**src/adcr_consts.vh**
```
/*
 * Constants of the converter control block: register indices, field
 * positions, reset values, coding limits and conversion cycle counts.
 * Assumes a 32-bit APB with each register on one aligned word.
 */
// Contract
// - Result registers loaded when done flag rises
// - Single-ended: unsigned code, 0 to 0x3ff
// - Unipolar differential: unsigned, negative saturates to zero
// - Bipolar differential: two's complement, 512 scale
// - Result bit 9 in high register is sign
// - Reset unipolar; bipolar bit selects bipolar mode
// - Sensor channel code enables temperature sensor
// - Reference change waits for conversion completion
// - Reference field decode: supply, pin, internal, reserved
// - External pin selected turns internal reference off
// - Select register: reference 7:6, channel 5:0
// - Channel change waits for conversion completion
`ifndef ADCR_CONSTS_VH
`define ADCR_CONSTS_VH

// ==========================================================
// Register indices (byte address is four times the index)
`define ADCR_IDX_CTRL_B 3'd3
`define ADCR_IDX_RES_LO 3'd4
`define ADCR_IDX_RES_HI 3'd5
`define ADCR_IDX_CTRL_A 3'd6
`define ADCR_IDX_SELECT 3'd7
`define ADCR_ADDR_STATUS 12'h020
`define ADCR_ADDR_CLEAR 12'h024
`define ADCR_ADDR_IRQ_EN 12'h028

// ==========================================================
// Field positions
`define ADCR_CA_ENABLE 0
`define ADCR_CA_START 1
`define ADCR_CA_FREE 2
`define ADCR_CB_BIPOLAR 0
`define ADCR_SEL_REF_HI 7
`define ADCR_SEL_REF_LO 6
`define ADCR_SEL_CH_HI 5
`define ADCR_EVT_DONE 0

// ==========================================================
// Reset values
`define ADCR_SELECT_RST 8'h00
`define ADCR_RESULT_RST 10'h000

// ==========================================================
// Reference codes and channel codes
`define ADCR_REF_SUPPLY 2'b00
`define ADCR_REF_PIN 2'b01
`define ADCR_REF_INTERNAL 2'b10
`define ADCR_CH_SENSOR 6'h22
`define ADCR_CH_DIFF_LO 6'h08
`define ADCR_CH_DIFF_HI 6'h1f
`define ADCR_CH_CAL_LO 6'h23
`define ADCR_CH_CAL_HI 6'h27
`define ADCR_CH_REV_LO 6'h28

// ==========================================================
// Result coding limits
`define ADCR_UNI_MAX 12'sh3ff
`define ADCR_BIP_MAX 12'sh1ff
`define ADCR_BIP_MIN -12'sh200

// ==========================================================
// Conversion lengths in converter clock cycles
`define ADCR_CONV_CYC 5'd13
`define ADCR_FIRST_CYC 5'd25

`endif

```
**src/adcr_top.v**
```verilog
/*
 * Converter control: APB register file, reference and channel select
 * with deferred update, conversion sequencer, result coding and the
 * conversion-done interrupt.
 * Assumes an analog front end that holds afe_code stable at the end
 * of a conversion; converter clock is a divided enable of pclk.
 */
`timescale 1ns/1ps
`include "adcr_consts.vh"
module adcr_top
#(
   parameter CLK_DIV = 8
)
(
   // Clock and reset
   input wire pclk,
   input wire presetn,
   // APB slave
   input wire psel,
   input wire penable,
   input wire pwrite,
   input wire [11:0] paddr,
   input wire [31:0] pwdata,
   input wire [3:0] pstrb,
   output wire pready,
   output reg [31:0] prdata,
   output wire pslverr,
   // Interrupt
   output wire irq,
   // Analog front end
   input wire [11:0] afe_code,
   output reg adc_enable,
   output reg sampling,
   output reg [1:0] ref_sel_active,
   output reg [5:0] chan_sel_active,
   output reg gain_20x,
   output reg temp_sensor_en,
   output reg int_ref_en,
   output reg ext_ref_pin_sel
);
   // ==========================================================
   // Register state
   reg [7:0] select_q;
   reg bipolar_q;
   reg enable_q;
   reg free_q;
   reg start_pend_q;
   reg busy_q;
   reg first_q;
   reg [4:0] cnt_q;
   reg [9:0] result_q;
   reg [0:0] status_q;
   reg [0:0] irq_en_q;
   reg [7:0] div_q;
   reg tick;
   wire [11:0] code_s;
   wire [9:0] coded;
   wire wr;
   wire rd;
   wire start_wr;
   wire [2:0] idx;
   wire hit_ctrl_a;
   wire done_ev;
   wire last_cyc;
   wire diff_active;
   reg mapped;

   // ==========================================================
   // APB decode: no wait states
   assign pready = 1'b1;
   assign wr = psel && penable && pwrite;
   assign rd = psel && penable && !pwrite;
   assign idx = paddr[4:2];
   assign hit_ctrl_a = (paddr[11:5] == 7'h00) && (paddr[1:0] == 2'b00)
      && (idx == `ADCR_IDX_CTRL_A);

   always @*
   begin
      mapped = 1'b0;
      prdata = 32'h0000_0000;
      if (paddr[11:5] == 7'h00 && paddr[1:0] == 2'b00)
      begin
         case (idx)
            `ADCR_IDX_CTRL_B:
            begin
               mapped = 1'b1;
               prdata[`ADCR_CB_BIPOLAR] = bipolar_q;
            end
            `ADCR_IDX_RES_LO:
            begin
               mapped = 1'b1;
               prdata[7:0] = result_q[7:0];
            end
            `ADCR_IDX_RES_HI:
            begin
               mapped = 1'b1;
               prdata[1:0] = result_q[9:8];
            end
            `ADCR_IDX_CTRL_A:
            begin
               mapped = 1'b1;
               prdata[`ADCR_CA_ENABLE] = enable_q;
               prdata[`ADCR_CA_START] = busy_q | start_pend_q;
               prdata[`ADCR_CA_FREE] = free_q;
            end
            `ADCR_IDX_SELECT:
            begin
               mapped = 1'b1;
               prdata[7:0] = select_q;
            end
            default:
               mapped = 1'b0;
         endcase
      end
      else if (paddr == `ADCR_ADDR_STATUS)
      begin
         mapped = 1'b1;
         prdata[0] = status_q[`ADCR_EVT_DONE];
      end
      else if (paddr == `ADCR_ADDR_CLEAR)
         mapped = 1'b1;
      else if (paddr == `ADCR_ADDR_IRQ_EN)
      begin
         mapped = 1'b1;
         prdata[0] = irq_en_q[0];
      end
   end

   assign pslverr = psel && penable && !mapped;

   // ==========================================================
   // Software registers
   always @(posedge pclk or negedge presetn)
   begin
      if (!presetn)
      begin
         select_q <= `ADCR_SELECT_RST;
         bipolar_q <= 1'b0;
         enable_q <= 1'b0;
         free_q <= 1'b0;
         irq_en_q <= 1'b0;
      end
      else if (wr && mapped && pstrb[0])
      begin
         if (paddr[11:5] == 7'h00 && idx == `ADCR_IDX_SELECT)
            select_q <= pwdata[7:0];
         if (paddr[11:5] == 7'h00 && idx == `ADCR_IDX_CTRL_B)
            bipolar_q <= pwdata[`ADCR_CB_BIPOLAR];
         if (hit_ctrl_a)
         begin
            enable_q <= pwdata[`ADCR_CA_ENABLE];
            free_q <= pwdata[`ADCR_CA_FREE];
         end
         if (paddr == `ADCR_ADDR_IRQ_EN)
            irq_en_q <= pwdata[0:0];
      end
   end

   // ==========================================================
   // Converter clock enable
   always @(posedge pclk or negedge presetn)
   begin
      if (!presetn)
      begin
         div_q <= 8'h00;
         tick <= 1'b0;
      end
      else if (div_q == CLK_DIV[7:0] - 8'h01)
      begin
         div_q <= 8'h00;
         tick <= enable_q;
      end
      else
      begin
         div_q <= div_q + 8'h01;
         tick <= 1'b0;
      end
   end

   // ==========================================================
   // Conversion sequencer
   assign last_cyc = busy_q && (cnt_q == 5'd1);
   assign done_ev = tick && last_cyc;
   assign start_wr = wr && pstrb[0] && hit_ctrl_a && pwdata[`ADCR_CA_START];

   always @(posedge pclk or negedge presetn)
   begin
      if (!presetn)
      begin
         start_pend_q <= 1'b0;
         busy_q <= 1'b0;
         first_q <= 1'b1;
         cnt_q <= 5'd0;
      end
      else if (!enable_q)
      begin
         // Disabling aborts a conversion; next one reinitialises.
         // A start written together with enable must not be lost.
         start_pend_q <= start_wr && pwdata[`ADCR_CA_ENABLE];
         busy_q <= 1'b0;
         first_q <= 1'b1;
         cnt_q <= 5'd0;
      end
      else
      begin
         if (start_wr)
            start_pend_q <= 1'b1;
         if (tick)
         begin
            if (busy_q && !last_cyc)
               cnt_q <= cnt_q - 5'd1;
            else if (last_cyc && free_q)
               cnt_q <= `ADCR_CONV_CYC;
            else if (last_cyc)
               busy_q <= 1'b0;
            else if (start_pend_q)
            begin
               busy_q <= 1'b1;
               start_pend_q <= 1'b0;
               first_q <= 1'b0;
               cnt_q <= first_q ? `ADCR_FIRST_CYC : `ADCR_CONV_CYC;
            end
         end
      end
   end

   // ==========================================================
   // Selection locked during a conversion
   always @(posedge pclk or negedge presetn)
   begin
      if (!presetn)
      begin
         ref_sel_active <= 2'b00;
         chan_sel_active <= 6'h00;
      end
      else if (!busy_q || last_cyc)
      begin
         ref_sel_active <= select_q[`ADCR_SEL_REF_HI:`ADCR_SEL_REF_LO];
         chan_sel_active <= select_q[`ADCR_SEL_CH_HI:0];
      end
   end

   assign diff_active = (chan_sel_active >= `ADCR_CH_DIFF_LO &&
      chan_sel_active <= `ADCR_CH_DIFF_HI) ||
      (chan_sel_active >= `ADCR_CH_CAL_LO &&
      chan_sel_active <= `ADCR_CH_CAL_HI) ||
      (chan_sel_active >= `ADCR_CH_REV_LO);

   // ==========================================================
   // Analog controls
   always @(posedge pclk or negedge presetn)
   begin
      if (!presetn)
      begin
         adc_enable <= 1'b0;
         sampling <= 1'b0;
         gain_20x <= 1'b0;
         temp_sensor_en <= 1'b0;
         int_ref_en <= 1'b0;
         ext_ref_pin_sel <= 1'b0;
      end
      else
      begin
         adc_enable <= enable_q;
         sampling <= busy_q;
         gain_20x <= diff_active && chan_sel_active[0];
         temp_sensor_en <= (chan_sel_active == `ADCR_CH_SENSOR);
         // Reserved code leaves both references idle
         int_ref_en <= (ref_sel_active == `ADCR_REF_INTERNAL);
         ext_ref_pin_sel <= (ref_sel_active == `ADCR_REF_PIN);
      end
   end

   // ==========================================================
   // Result path
   adcr_sync #(.W(12)) u_sync
   (
      .pclk(pclk),
      .presetn(presetn),
      .din(afe_code),
      .dout(code_s)
   );

   adcr_coder u_coder
   (
      .differential(diff_active),
      .bipolar(bipolar_q),
      .raw_code(code_s),
      .result(coded)
   );

   always @(posedge pclk or negedge presetn)
   begin
      if (!presetn)
         result_q <= `ADCR_RESULT_RST;
      else if (done_ev)
         result_q <= coded;
   end

   // ==========================================================
   // Done flag and interrupt; a set in the clear cycle wins
   always @(posedge pclk or negedge presetn)
   begin
      if (!presetn)
         status_q <= 1'b0;
      else if (done_ev)
         status_q[`ADCR_EVT_DONE] <= 1'b1;
      else if (wr && pstrb[0] && paddr == `ADCR_ADDR_CLEAR &&
         pwdata[`ADCR_EVT_DONE])
         status_q[`ADCR_EVT_DONE] <= 1'b0;
   end

   assign irq = |(status_q & irq_en_q);
endmodule // adcr_top

```
**src/adcr_sync.v**
```verilog
/*
 * Two-stage synchroniser for a bus that is held stable while it is read.
 * Assumes the source holds its value for the whole conversion.
 */
`timescale 1ns/1ps
module adcr_sync
#(
   parameter W = 12
)
(
   // Clock and reset
   input wire pclk,
   input wire presetn,
   // Data
   input wire [W-1:0] din,
   output reg [W-1:0] dout
);
   reg [W-1:0] meta_q;

   always @(posedge pclk or negedge presetn)
   begin
      if (!presetn)
      begin
         meta_q <= {W{1'b0}};
         dout <= {W{1'b0}};
      end
      else
      begin
         meta_q <= din;
         dout <= meta_q;
      end
   end
endmodule // adcr_sync

```
**src/adcr_coder.v**
```verilog
/*
 * Result coder: turns the front end's signed difference code into the
 * 10-bit result for single-ended, unipolar and bipolar conversions.
 * Assumes raw_code is (Vpos - Vneg) * 1024 / Vref * gain, in LSBs.
 */
`timescale 1ns/1ps
`include "adcr_consts.vh"
module adcr_coder
(
   // Conversion kind
   input wire differential,
   input wire bipolar,
   // Codes
   input wire signed [11:0] raw_code,
   output reg [9:0] result
);
   reg signed [11:0] half;

   always @*
   begin
      half = raw_code >>> 1;
      result = 10'h000;
      if (differential && bipolar)
      begin
         if (half > `ADCR_BIP_MAX)
            result = 10'h1ff;
         else if (half < `ADCR_BIP_MIN)
            result = 10'h200;
         else
            result = half[9:0];
      end
      else if (raw_code < 12'sh000)
         result = 10'h000;
      else if (raw_code > `ADCR_UNI_MAX)
         result = 10'h3ff;
      else
         result = raw_code[9:0];
   end
endmodule // adcr_coder

```
**config.mk**
```make
export PLATFORM = sky130hd
export DESIGN_NAME = adcr_top
export DESIGN_NICKNAME = d
export VERILOG_FILES = /design/src/adcr_top.v /design/src/adcr_sync.v /design/src/adcr_coder.v
export VERILOG_INCLUDE_DIRS = /design/src
export SDC_FILE = /design/constraint.sdc
export NUM_CORES = 1
export LEC_CHECK = 0
export ABC_AREA = 1
export BUFFER_PORTS_ARGS = -buffer_cell sky130_fd_sc_hd__buf_2
export CAP_MARGIN = 20
export CORE_ASPECT_RATIO = 1.4
export CORE_UTILIZATION = 25
export CTS_CLUSTER_SIZE = 14
export DETAILED_ROUTE_END_ITERATION = 7
export HOLD_SLACK_MARGIN = 0.12
export SLEW_MARGIN = 20
export SYNTH_ARGS = -nofsm -noshare
export SYNTH_HDL_FRONTEND = slang
export SYNTH_SLANG_ARGS = --single-unit
```
**constraint.sdc**
```tcl
create_clock -name pclk -period 1.83 [get_ports pclk]
set_clock_uncertainty 0.1 [all_clocks]
set_input_delay 0.183 -clock pclk [delete_from_list [all_inputs] [get_ports pclk]]
set_output_delay 0.183 -clock pclk [all_outputs]
set_load 0.1 [all_outputs]
```
-- Word-level counts from Yosys, hierarchy flattened
Cells that the tools add are included.
- memory bits (writable): 0
- memory bits (read-only): 0
- memories: 0
- word-level logic and storage cells: 146
- bits in registers: 78
- output and inout bits: 49
- latch bits: 0
- input port bits: 65
- muxes and demuxes: 49
- equality and inequality tests: 21
- divide/modulo/power cells: 0
- add/subtract/negate cells: 2
- shift operators: 0
- reduce and logical (&&, ||, !) cells: 40
- bitwise gates (word level): 2
- multiply operators: 0
- magnitude comparators: 9
- operators by type and width (operator ; number):
    10-bit 2-to-1 mux ; 5
    12-bit by 6-bit equality test with 1-bit output, second input constant ; 3
    5-bit 2-to-1 mux ; 7
    1-bit 2-to-1 mux ; 31
    1-bit logical AND ; 23
    3-bit equality test, second input constant ; 4
    6-bit >= comparator, second input constant ; 2
    12-bit by 11-bit greater-than comparator with 1-bit output, second input constant ; 1
    12-bit by 1-bit < comparator with 1-bit output, second input constant ; 1
    11-bit by 10-bit greater-than comparator with 1-bit output, second input constant ; 1
    11-bit by 10-bit < comparator with 1-bit output, second input constant ; 1
    5-bit case mux with 2 select lines ; 1
    8-bit by 1-bit adder with 8-bit output, second input constant ; 1
    8-bit by 3-bit equality test with 1-bit output, second input constant ; 1
    8-bit 2-to-1 mux ; 1
    2-bit AND reduction ; 4
    7-bit zero test ; 1
    7-bit 2-to-1 mux ; 1
    6-bit equality test, second input constant ; 1
    6-bit by 4-bit >= comparator with 1-bit output, second input constant ; 1
    6-bit by 5-bit <= comparator with 1-bit output, second input constant ; 1
    6-bit <= comparator, second input constant ; 1
    2-bit inequality test, second input constant ; 3
    5-bit by 1-bit equality test with 1-bit output, second input constant ; 1
    21 further kinds ; 26

-- Logic depth before layout (Yosys ltp)
Gate-level depths: netlist (run 1).
- depth after elaboration: 12
- mapped depth: 11
- gate-level depth less buffers: 11

-- Hierarchy
From an unflattened synthesis (run 1), not the netlist that was laid out.
- cell total of the unflattened synthesis: 463
- area, all modules: 3867.5 um2
- modules (own cells, without submodules) (module ; cells each ; times used ; seq. area each (um2) ; area each (um2)):
    adcr_top ; 382 ; 1 ; 1352.5 ; 2992.9
    adcr_sync ; 24 ; 1 ; 600.6 ; 600.6
    adcr_coder ; 57 ; 1 ; 0.0 ; 274.0

-- Least setup slack after synthesis (run 1)
Ideal clock, no wire load.
- path type: input-to-output
- start point: input port paddr[10]
- end point: output port prdata[1]
- path buffers: 0
- arrival time: 2361 ps
- setup slack: -814 ps
- cell stages on the path: 7
- cell sequence: inv_1 -> nand2_1 -> nor2_1 -> nand3_2 -> inv_1 -> nand2_1 -> a41oi_1
- longest elaborated chain between the ends: 3
- RTL lines (what ; RTL line ; RTL):
    start, declared ; adcr_top.v:22 ; input wire [11:0] paddr,
    7-bit zero test ; adcr_top.v:81 ; if (paddr[11:5] == 7'h00 && paddr[1:0] == 2'b00)
    1-bit logical AND ; adcr_top.v:81 ;
    7-bit 2-to-1 mux ; adcr_top.v:81 ;
    end, declared ; adcr_top.v:26 ; output reg [31:0] prdata,
No other way between the ends.

-- Worst setup path after layout (run 1)
- start point: register select_q[0]
- end point: output port prdata[0]
- longest elaborated chain between the ends: 2
- RTL lines (what ; RTL line ; RTL):
    start, declared ; adcr_top.v:43 ; reg [7:0] select_q;
    start signal, assigned ; adcr_top.v:137 ; select_q <= `ADCR_SELECT_RST;
    start signal, assigned ; adcr_top.v:146 ; select_q <= pwdata[7:0];
    1-bit case mux with 5 select lines ; adcr_top.v:83 ; case (idx)
    1-bit 2-to-1 mux ; adcr_top.v:81 ;
No other way between the ends.

==> run_results.csv, run 1 <==
group,metric,value,unit
run_status,status,"completed",
synthesis,yosysUniqueCellTypes,36,
min_path,hp-class,"in2reg",
route,drc_errors,0,
synthesis,ys_async_sr_fraction,1.000,
pwr,powerDensity,813.2,nW/um^2
job,cap_violations,0,
synthesis,synth-seq-cells,78,
timing,finalSetupViolations,0,
cells_and_area,fill_cells,1620,
timing,hold_ws,212.4,ps
clock_tree,clkSinkCount,78,
placed_design,io_buffers,61,
timing,maxClockFrequency,571.3,MHz
synthesis,synth-edff-count,0,
pwr,totalPowerFinal,4.127,mW
route,first_pass_iters,4,
floorplan,num_rows,53,
synthesis,ys.flop_type,"dfrtp_1",
global_routing,grt_pass1_wl,14430,um
critical_path,startpoint_type,"flop",
route,vias_per_cell,4.150,
critical_path,arrival,1470,ps
timing,rsz0062_at_grt,"false",
route,wl_per_cell,10.86,um
clock_tree,numCtsBuffers,9,
timing,min_period,1750,ps
cells_and_area,final_common_cell,"nand2_1",
synthesis,synthTopCellsByArea,"dfrtp_1 (50%), nand2_1 (16%), buf_4 (5.1%)",
synthesis,syn_area_per_cell,8.193,sq um
floorplan,io_pins,114,
floorplan,die_y,148.7,um
global_routing,antenna_found_initial,0,
global_routing,grt_pass1_vias,3141,
critical_path,criticalPathCategory,"reg2out",
critical_path,cp_max_fo,3,
floorplan,dieArea,15880,sq um
route,drt_iter0_markers,119,
route,final_antenna_net_count,0,
synthesis,yosysTopAreaCell,"dfrtp_1",
timing,fin_crit_sh,0.9565,
placed_design,dp_cells,725,
timing,layout_setup_ws,79.54,ps
pwr,p_leak,2.590,nW
global_routing,track_usage,0.1173,
placed_design,gp_congestion,0.8111,
floorplan,die_x,106.8,um
cells_and_area,final_cell_mix,"nand2_1 (166), dfrtp_1 (71), buf_2 (51)",
timing,setup_tns,0,ps
floorplan,coreArea,14990,sq um
clock_tree,clk_pin_slew,60,ps
cells_and_area,final_cell_area,5075,sq um
cells_and_area,stdcell_count,762,
global_routing,grt_max_degree,36,
cells_and_area,layout-drive-gt1-share,0.2246,
clock_tree,clock_latency,340,ps
cells_and_area,final_nets,633,
synthesis,syn_inst,469,
clock_tree,cts_tree,"yes",
pwr,peakVddDrop,0.3437,mV
placed_design,pre_cts_slack,92.50,ps
route,vias,3162,
timing,final_hold_viol_count,0,
floorplan,start_util,0.2564,
clock_tree,cts_buffer_depth,2,
placed_design,hpwl,6262,um
clock_tree,htree_levels,3,
critical_path,cp-end-kind,"output pin",
placed_design,dpl-instance-area,4534,sq um
synthesis,ys_seq_area_frac,0.5083,
critical_path,cp_data_required_time,1550,ps
synthesis,synth_top_area_share,0.5015,
cells_and_area,final_core_util,0.3386,
synthesis,yosys_warnings,0,
synthesis,synth_area,3842,sq um
cells_and_area,area_growth,32.07,%
global_routing,overflow,0,
timing,slew_viol_final,0,
cells_and_area,n_antenna_cell,0,
route,routed_wl,8273,um
clock_tree,cts_root_buf,"clkbuf_16",
-- sequential cells by signal (all words and copies together) (netlist names) --
name,flops
adc_enable,1
bipolar_q,1
busy_q,1
chan_sel_active,6
cnt_q,5
div_q,8
enable_q,1
ext_ref_pin_sel,1
first_q,1
free_q,1
gain_20x,1
int_ref_en,1
irq_en_q,1
ref_sel_active,2
result_q,10
sampling,1
select_q,8
start_pend_q,1
status_q,1
temp_sensor_en,1
tick,1
u_sync.dout,12
u_sync.meta_q,12
-- power by group --
group | internal [mW] | switching (mW)
Sequential | 1.75 | 0.0134
Combinational | 0.0943 | 0.347
Clock | 1.20 | 0.723
-- synthesized netlist by cell type, types with 3 or more instances --
cell type	n
nand3_2	4
ha_1	3
dfrtp_1	77
nand3_1	9
a31oi_1	3
nor3_1	3
nand2_2	4
inv_1	41
o21ai_0	32
clkinv_1	4
buf_4	26
nand2_1	166
a21oi_1	7
xor2_1	4
nand4_1	20
clkbuf_1	6
buf_2	3
nor2_2	4
o21ai_1	3
nor2_1	28
-- worst max-delay path, stage by stage, from the launching register on --
cell     delay [ps]
dfrtp_1         400
nand2_1          90
nand4_1         110
o21ai_0         200
nand3_2         140
buf_12          190
-- kinds of logic (layout without fill, tap and decap cells) --
group | after synthesis | count (layout) | share of synthesized area
compound gates | 47 | 47 | 0.06382
xor+xnor | 6 | 6 | 0.01368
simple gates | 249 | 249 | 0.2914
buf+inv | 84 | 162 | 0.1110
fa+ha+maj | 3 | 3 | 0.009770
other cells | 2 | 25 | 0.001954
flops | 78 | 78 | 0.5083
-- routing by layer --
layer	wire length, um	GRT usage
met5	0	0
met4	195	0.06575
met3	322	0.02279
met2	4196	0.2052
met1	3558	0.1323
-- final cells by class --
type / count / area [sq um] / area share
multi-input combinational: 330 / 1584 / 0.3121
timing repair buffer: 98 / 785.8 / 0.1548
sequential: 78 / 1961 / 0.3863
inverter: 48 / 182.7 / 0.03600
clock inverter: 7 / 96.34 / 0.01898
tap: 192 / 240.2 / 0.04734
clock buffer: 9 / 225.2 / 0.04438
-- final timing paths --
| kind | startpoint | endpoint | slack [ps] | depth (start not counted) |
|---|---|---|---|---|
| setup / recovery | select_q[0] | prdata[0] | 80 | 5 |
| hold / removal | paddr[5] | status_q | 210 | 6 |
| setup reg to reg | cnt_q[1] | cnt_q[4] | 170 | 10 |
| hold reg to reg | u_sync.meta_q[1] | u_sync.dout[1] | 250 | 0 |
| max in group asynchronous | presetn | first_q | 790 | 3 |
| min in group asynchronous | presetn | int_ref_en | 230 | 2 |
-- what timing repair did --
item | 4_1_cts | 5_1_grt
hold buffers | 21 | 0
resized for setup | 0 | 4
setup endpoints to repair | 0 | 11
hold endpoints to repair | 102 | 0
buffers inserted | 0 | 0
Power figures use the tool's default switching activity.
==> inputs of run 2 (changes only) <==
--- a/config.mk
+++ b/config.mk
@@ -14,6 +14,7 @@
 export CTS_CLUSTER_SIZE = 14
 export DETAILED_ROUTE_END_ITERATION = 7
 export HOLD_SLACK_MARGIN = 0.12
+export RECOVER_POWER = 50
 export SLEW_MARGIN = 20
 export SYNTH_ARGS = -nofsm -noshare
 export SYNTH_HDL_FRONTEND = slang
==> run_results.csv, run 2 (synthesized netlist as in run 1, its figures left out) <==
group,metric,value,unit
clock_tree,cts_tree,"yes",
global_routing,track_usage,0.1173,
route,vias_per_cell,4.150,
pwr,totalPowerFinal,4.126,mW
clock_tree,numCtsBuffers,9,
pwr,p_leak,2.589,nW
cells_and_area,top_regs,"u_sync.dout: 12 flops, u_sync.meta_q: 12 flops, result_q: 10 flops",
cells_and_area,n_antenna_cell,0,
cells_and_area,final_common_cell,"nand2_1",
global_routing,overflow,0,
route,final_antenna_net_count,0,
clock_tree,clkSinkCount,78,
critical_path,criticalPathCategory,"reg2out",
cells_and_area,layout-drive-gt1-share,0.2246,
pwr,p_sw,1.083,mW
clock_tree,clk_pin_slew,60,ps
pwr,internal-power,3.043,mW
placed_design,io_buffers,61,
global_routing,antenna_found_initial,0,
placed_design,hpwl,6262,um
clock_tree,post_cts_buffers,0,
cells_and_area,final_core_util,0.3385,
timing,finalSetupViolations,0,
pwr,p_sw_frac,0.2625,
route,drc_errors,0,
global_routing,grt_pass1_vias,3141,
timing,slew_headroom,0.4332,
pwr,p_clk_frac,0.466,
critical_path,cp_data_required_time,1550,ps
critical_path,cp_max_fo,3,
critical_path,max_stage_delay,400,ps
timing,tightestPinTransition,850.3,ps
floorplan,num_rows,53,
pwr,peakVddDrop,0.3437,mV
floorplan,start_util,0.2564,
timing,slew_viol_final,0,
cells_and_area,final_nets,633,
timing,hold_ws,212.4,ps
timing,maxClockFrequency,571.3,MHz
placed_design,gp_congestion,0.8111,
route,drt_iter0_markers,119,
cells_and_area,area_growth,32.01,%
cells_and_area,fill_cells,1620,
clock_tree,htree_levels,3,
route,routed_wl,8272,um
floorplan,die_x,106.8,um
timing,rsz0062_at_grt,"false",
pwr,powerDensity,813.4,nW/um^2
timing,layout_setup_ws,79.54,ps
floorplan,die_y,148.7,um
pwr,power_frac_seq,0.428,
run_status,status,"completed",
pwr,p_comb_frac,0.107,
cells_and_area,final_cell_mix,"nand2_1 (166), dfrtp_1 (71), buf_2 (51)",
global_routing,grt_max_degree,36,
timing,final_hold_viol_count,0,
route,wl_per_cell,10.86,um
clock_tree,clock_latency,340,ps
clock_tree,cts_buffer_depth,2,
critical_path,cp_cell_sequence,"nand2_1 > nand4_1 > o21ai_0 > nand3_2 > buf_12",
min_path,hp-class,"in2reg",
route,vias,3162,
route,first_pass_iters,4,
timing,fin_crit_sh,0.9565,
floorplan,coreArea,14990,sq um
global_routing,grt_pass1_wl,14430,um
placed_design,pre_cts_slack,92.50,ps
critical_path,cpMaxStageDelayCell,"dfrtp_1",
clock_tree,cts_root_buf,"clkbuf_16",
job,cap_violations,0,
floorplan,io_pins,114,
critical_path,startpoint_type,"flop",
critical_path,arrival,1470,ps
floorplan,dieArea,15880,sq um
critical_path,cp-end-kind,"output pin",
timing,setup_tns,0,ps
timing,min_period,1750,ps
==> run 2: cell count changes in the layout (fill, tap and decap cells not counted) <==
cell / before / now
buf_4: 16 / 15
clkbuf_2: 0 / 1
==> run 2: path summary, 6_finish.rpt <==
path	startpoint	to	slack, ps	cells past startpoint
hold / removal	paddr[5]	status_q	210	6
hold reg to reg	u_sync.meta_q[1]	u_sync.dout[1]	250	0
min in group asynchronous	presetn	int_ref_en	380	2
max in group asynchronous	presetn	first_q	470	3
setup / recovery	select_q[0]	prdata[0]	80	5
setup reg to reg	cnt_q[1]	cnt_q[4]	170	10
==> run 2: cell type report <==
cell class	count	area (sq um)	area share
flip-flops and latches	78	1961	0.3865
multi-input cells	330	1584	0.3123
repair buffers	98	783.3	0.1544
well taps	192	240.2	0.04736
clock buffers	9	225.2	0.04440
inverters	48	182.7	0.03601
clock inverters	7	96.34	0.01899
==> run 2: routing by layer <==
metal,vias up,share of wire,track usage
li1,1628,-,-
met1,1440,0.43,0.1323
met2,81,0.51,0.2052
met3,13,0.039,0.02279
met4,0,0.024,0.06575
met5,-,0,0
==> run 2: stage by stage <==
| stage | std cells | area (sq um) |
|---|---|---|
| 5_1_grt | 762 | 5072 |
| 6_report | 762 | 5072 |
| 3_5_place_dp | 725 | 4534 |
| 4_1_cts | 762 | 5066 |
| 3_3_place_gp | 725 | 4534 |
| 2_1_floorplan | 492 | 3963 |
==> run 2: power by group through the flow <==
| stage | clock (mW) | sequential, mW | combinational, mW |
|---|---|---|---|
| floorplan | 0 | 1.79 | 0.345 |
| global placement | 0 | 1.80 | 0.408 |
| detailed placement | 0 | 1.80 | 0.409 |
| CTS | 1.98 | 1.76 | 0.444 |
| global route | 2.05 | 1.77 | 0.473 |
| finish | 1.92 | 1.76 | 0.440 |
==> run 2: repair_timing <==
item                                    in CTS  in global routing
gates resized for setup                      0                  4
hold endpoints to repair                   102                  0
endpoints found under the setup margin       0                 11
hold buffers                                21                  0
==> run 2: worst max-delay path: cells and delay by family, from the launching register on <==
kind / cells / cell delay (ps)
simple gates: 3 / 340
flops: 1 / 400
buf+inv: 1 / 190
compound gates: 1 / 200
==> inputs of run 3 (changes only) <==
==> constraint.sdc (replaced) <==
create_clock -name pclk -period 2.2 [get_ports pclk]
set_clock_uncertainty 0.1 [all_clocks]
set_input_delay 0.22 -clock pclk [delete_from_list [all_inputs] [get_ports pclk]]
set_output_delay 0.22 -clock pclk [all_outputs]
set_load 0.1 [all_outputs]
==> run_results.csv, run 3 (synthesized netlist as in run 1, its figures left out) <==
group,metric,value,unit
placed_design,io_buffers,61,
placed_design,gp_congestion,0.7796,
run_status,status,"completed",
floorplan,start_util,0.2564,
timing,maxClockFrequency,508.9,MHz
global_routing,grt_max_degree,36,
critical_path,cp-end-kind,"flop",
pwr,p_sw_frac,0.2566,
critical_path,cp_data_required_time,2320,ps
min_path,min_path_cells,6,
clock_tree,clk_pin_slew,70,ps
pwr,internal-power,2.525,mW
critical_path,regToRegStartpoint,"chan_sel_active[0]",
placed_design,dp_cells,715,
clock_tree,numCtsBuffers,9,
min_path,hold_path_startpoint,"paddr[11]",
critical_path,arrival,2080,ps
timing,slew_viol_final,0,
route,vias,3123,
pwr,p_clk_frac,0.462,
clock_tree,post_cts_buffers,0,
floorplan,num_rows,53,
cells_and_area,n_antenna_cell,0,
clock_tree,cts_buffer_depth,2,
route,final_antenna_net_count,0,
global_routing,overflow,0,
clock_tree,clock_latency,340,ps
pwr,powerDensity,686.6,nW/um^2
timing,tightestPinTransition,878.1,ps
critical_path,worstSetupStartpoint,"chan_sel_active[0]",
timing,fin_crit_sh,0.8932,
job,cap_violations,0,
route,wl_per_cell,10.84,um
cells_and_area,area_growth,28.75,%
timing,setup_tns,0,ps
pwr,p_sw,871.7,uW
global_routing,track_usage,0.1121,
route,routed_wl,8152,um
min_path,min_to,"bipolar_q",
route,first_pass_iters,4,
timing,finalSetupViolations,0,
pwr,p_leak,2.513,nW
cells_and_area,final_common_cell,"nand2_1",
pwr,power_frac_seq,0.432,
critical_path,cp_max_fo,11,
clock_tree,cts_tree,"yes",
floorplan,dieArea,15880,sq um
cells_and_area,final_cell_mix,"nand2_1 (166), dfrtp_1 (77), buf_2 (51)",
cells_and_area,top_regs,"u_sync.dout: 12 flops, u_sync.meta_q: 12 flops, result_q: 10 flops",
timing,rsz0062_at_grt,"false",
route,drt_iter0_markers,82,
route,drc_errors,0,
timing,min_period,1965,ps
timing,slew_headroom,0.4146,
critical_path,criticalPathCategory,"reg2reg",
pwr,p_comb_frac,0.106,
critical_path,reg2reg_depth,9,
critical_path,startpoint_type,"flop",
floorplan,die_y,148.7,um
cells_and_area,layout-drive-gt1-share,0.1911,
pwr,peakVddDrop,0.4009,mV
floorplan,io_pins,114,
critical_path,rrSetupSlack,230,ps
floorplan,coreArea,14990,sq um
floorplan,die_x,106.8,um
cells_and_area,stdcell_count,752,
placed_design,hpwl,5981,um
route,vias_per_cell,4.153,
clock_tree,post_cts_resized,0,
min_path,hp-class,"in2reg",
critical_path,regToRegEndpoint,"result_q[0]",
timing,final_hold_viol_count,0,
global_routing,grt_pass1_wl,13950,um
clock_tree,cts_root_buf,"clkbuf_16",
cells_and_area,final_nets,623,
cells_and_area,final_core_util,0.3301,
global_routing,grt_pass1_vias,3085,
global_routing,antenna_found_initial,0,
clock_tree,htree_levels,3,
clock_tree,clkSinkCount,78,
run 3: cell count changes in the layout (fill, tap and decap cells not counted), sizes merged:
cell	change
clkbuf	+4
buf	-12
clkinv	-3
inv	-1
clkinvlp	+2
run 3: metal layers:
layer	routed length [um]	part of all wire	global-route usage
met5	0	0	0
met4	150	0.018	0.04521
met3	464	0.057	0.02629
met2	4095	0.50	0.1981
met1	3442	0.42	0.1291
run 3: worst max-delay path by stage:
stage / to / slack, ps
final: result_q[0] / 230
after global routing: result_q[2] / 20
after CTS: result_q[4] / 220
after detailed placement: result_q[0] / 260
after global placement: prdata[4] / 260
after floorplan: prdata[3] / -300
run 3: critical path, cell delays in order (launching register included):
cell and delay [ps]:
dfrtp_1 410, nand2_1 80, nand2_1 60, a21oi_1 100, nor2_1 570, nor2_2 180, o21ai_0 130, nand2_1 80
nand2_1 80, nand2_1 50
run 3: repair_timing:
| action | in CTS | in global routing |
|---|---|---|
| setup endpoints to repair | 0 | 0 |
| endpoints found under the hold margin | 58 | 0 |
| hold buffers | 21 | 0 |
run 3: power groups by stage:
stage	Sequential (mW)	Clock (mW)	Combinational [mW]
after global placement	1.49	0	0.335
after global routing	1.47	1.66	0.386
after detailed placement	1.49	0	0.336
after CTS	1.47	1.60	0.366
after floorplan	1.49	0	0.286
final	1.47	1.57	0.360
run 3: layout make-up:
class                   instances  area [sq um]
clock inverters                 5         83.83
well taps                     192         240.2
inverters                      48         182.7
clock buffers                  11         232.7
multi-input cells             330          1565
repair buffers                 88         689.4
fillers                      1604         10040
flip-flops and latches         78          1953
run 3: metrics by stage:
step | cell area, sq um | worst slack (ps) | hold WS, ps | power, mW
finish | 4947 | 235.0 | 230.8 | 3.397
global route | 4947 | 18.29 | 255.6 | 3.513
CTS | 4969 | 221.5 | 228.9 | 3.434
detailed placement | 4442 | 255.4 | 111.4 | 1.830
global placement | 4442 | 262.1 | 107.8 | 1.829
floorplan | 3945 | -304.0 | -175.6 | 1.775
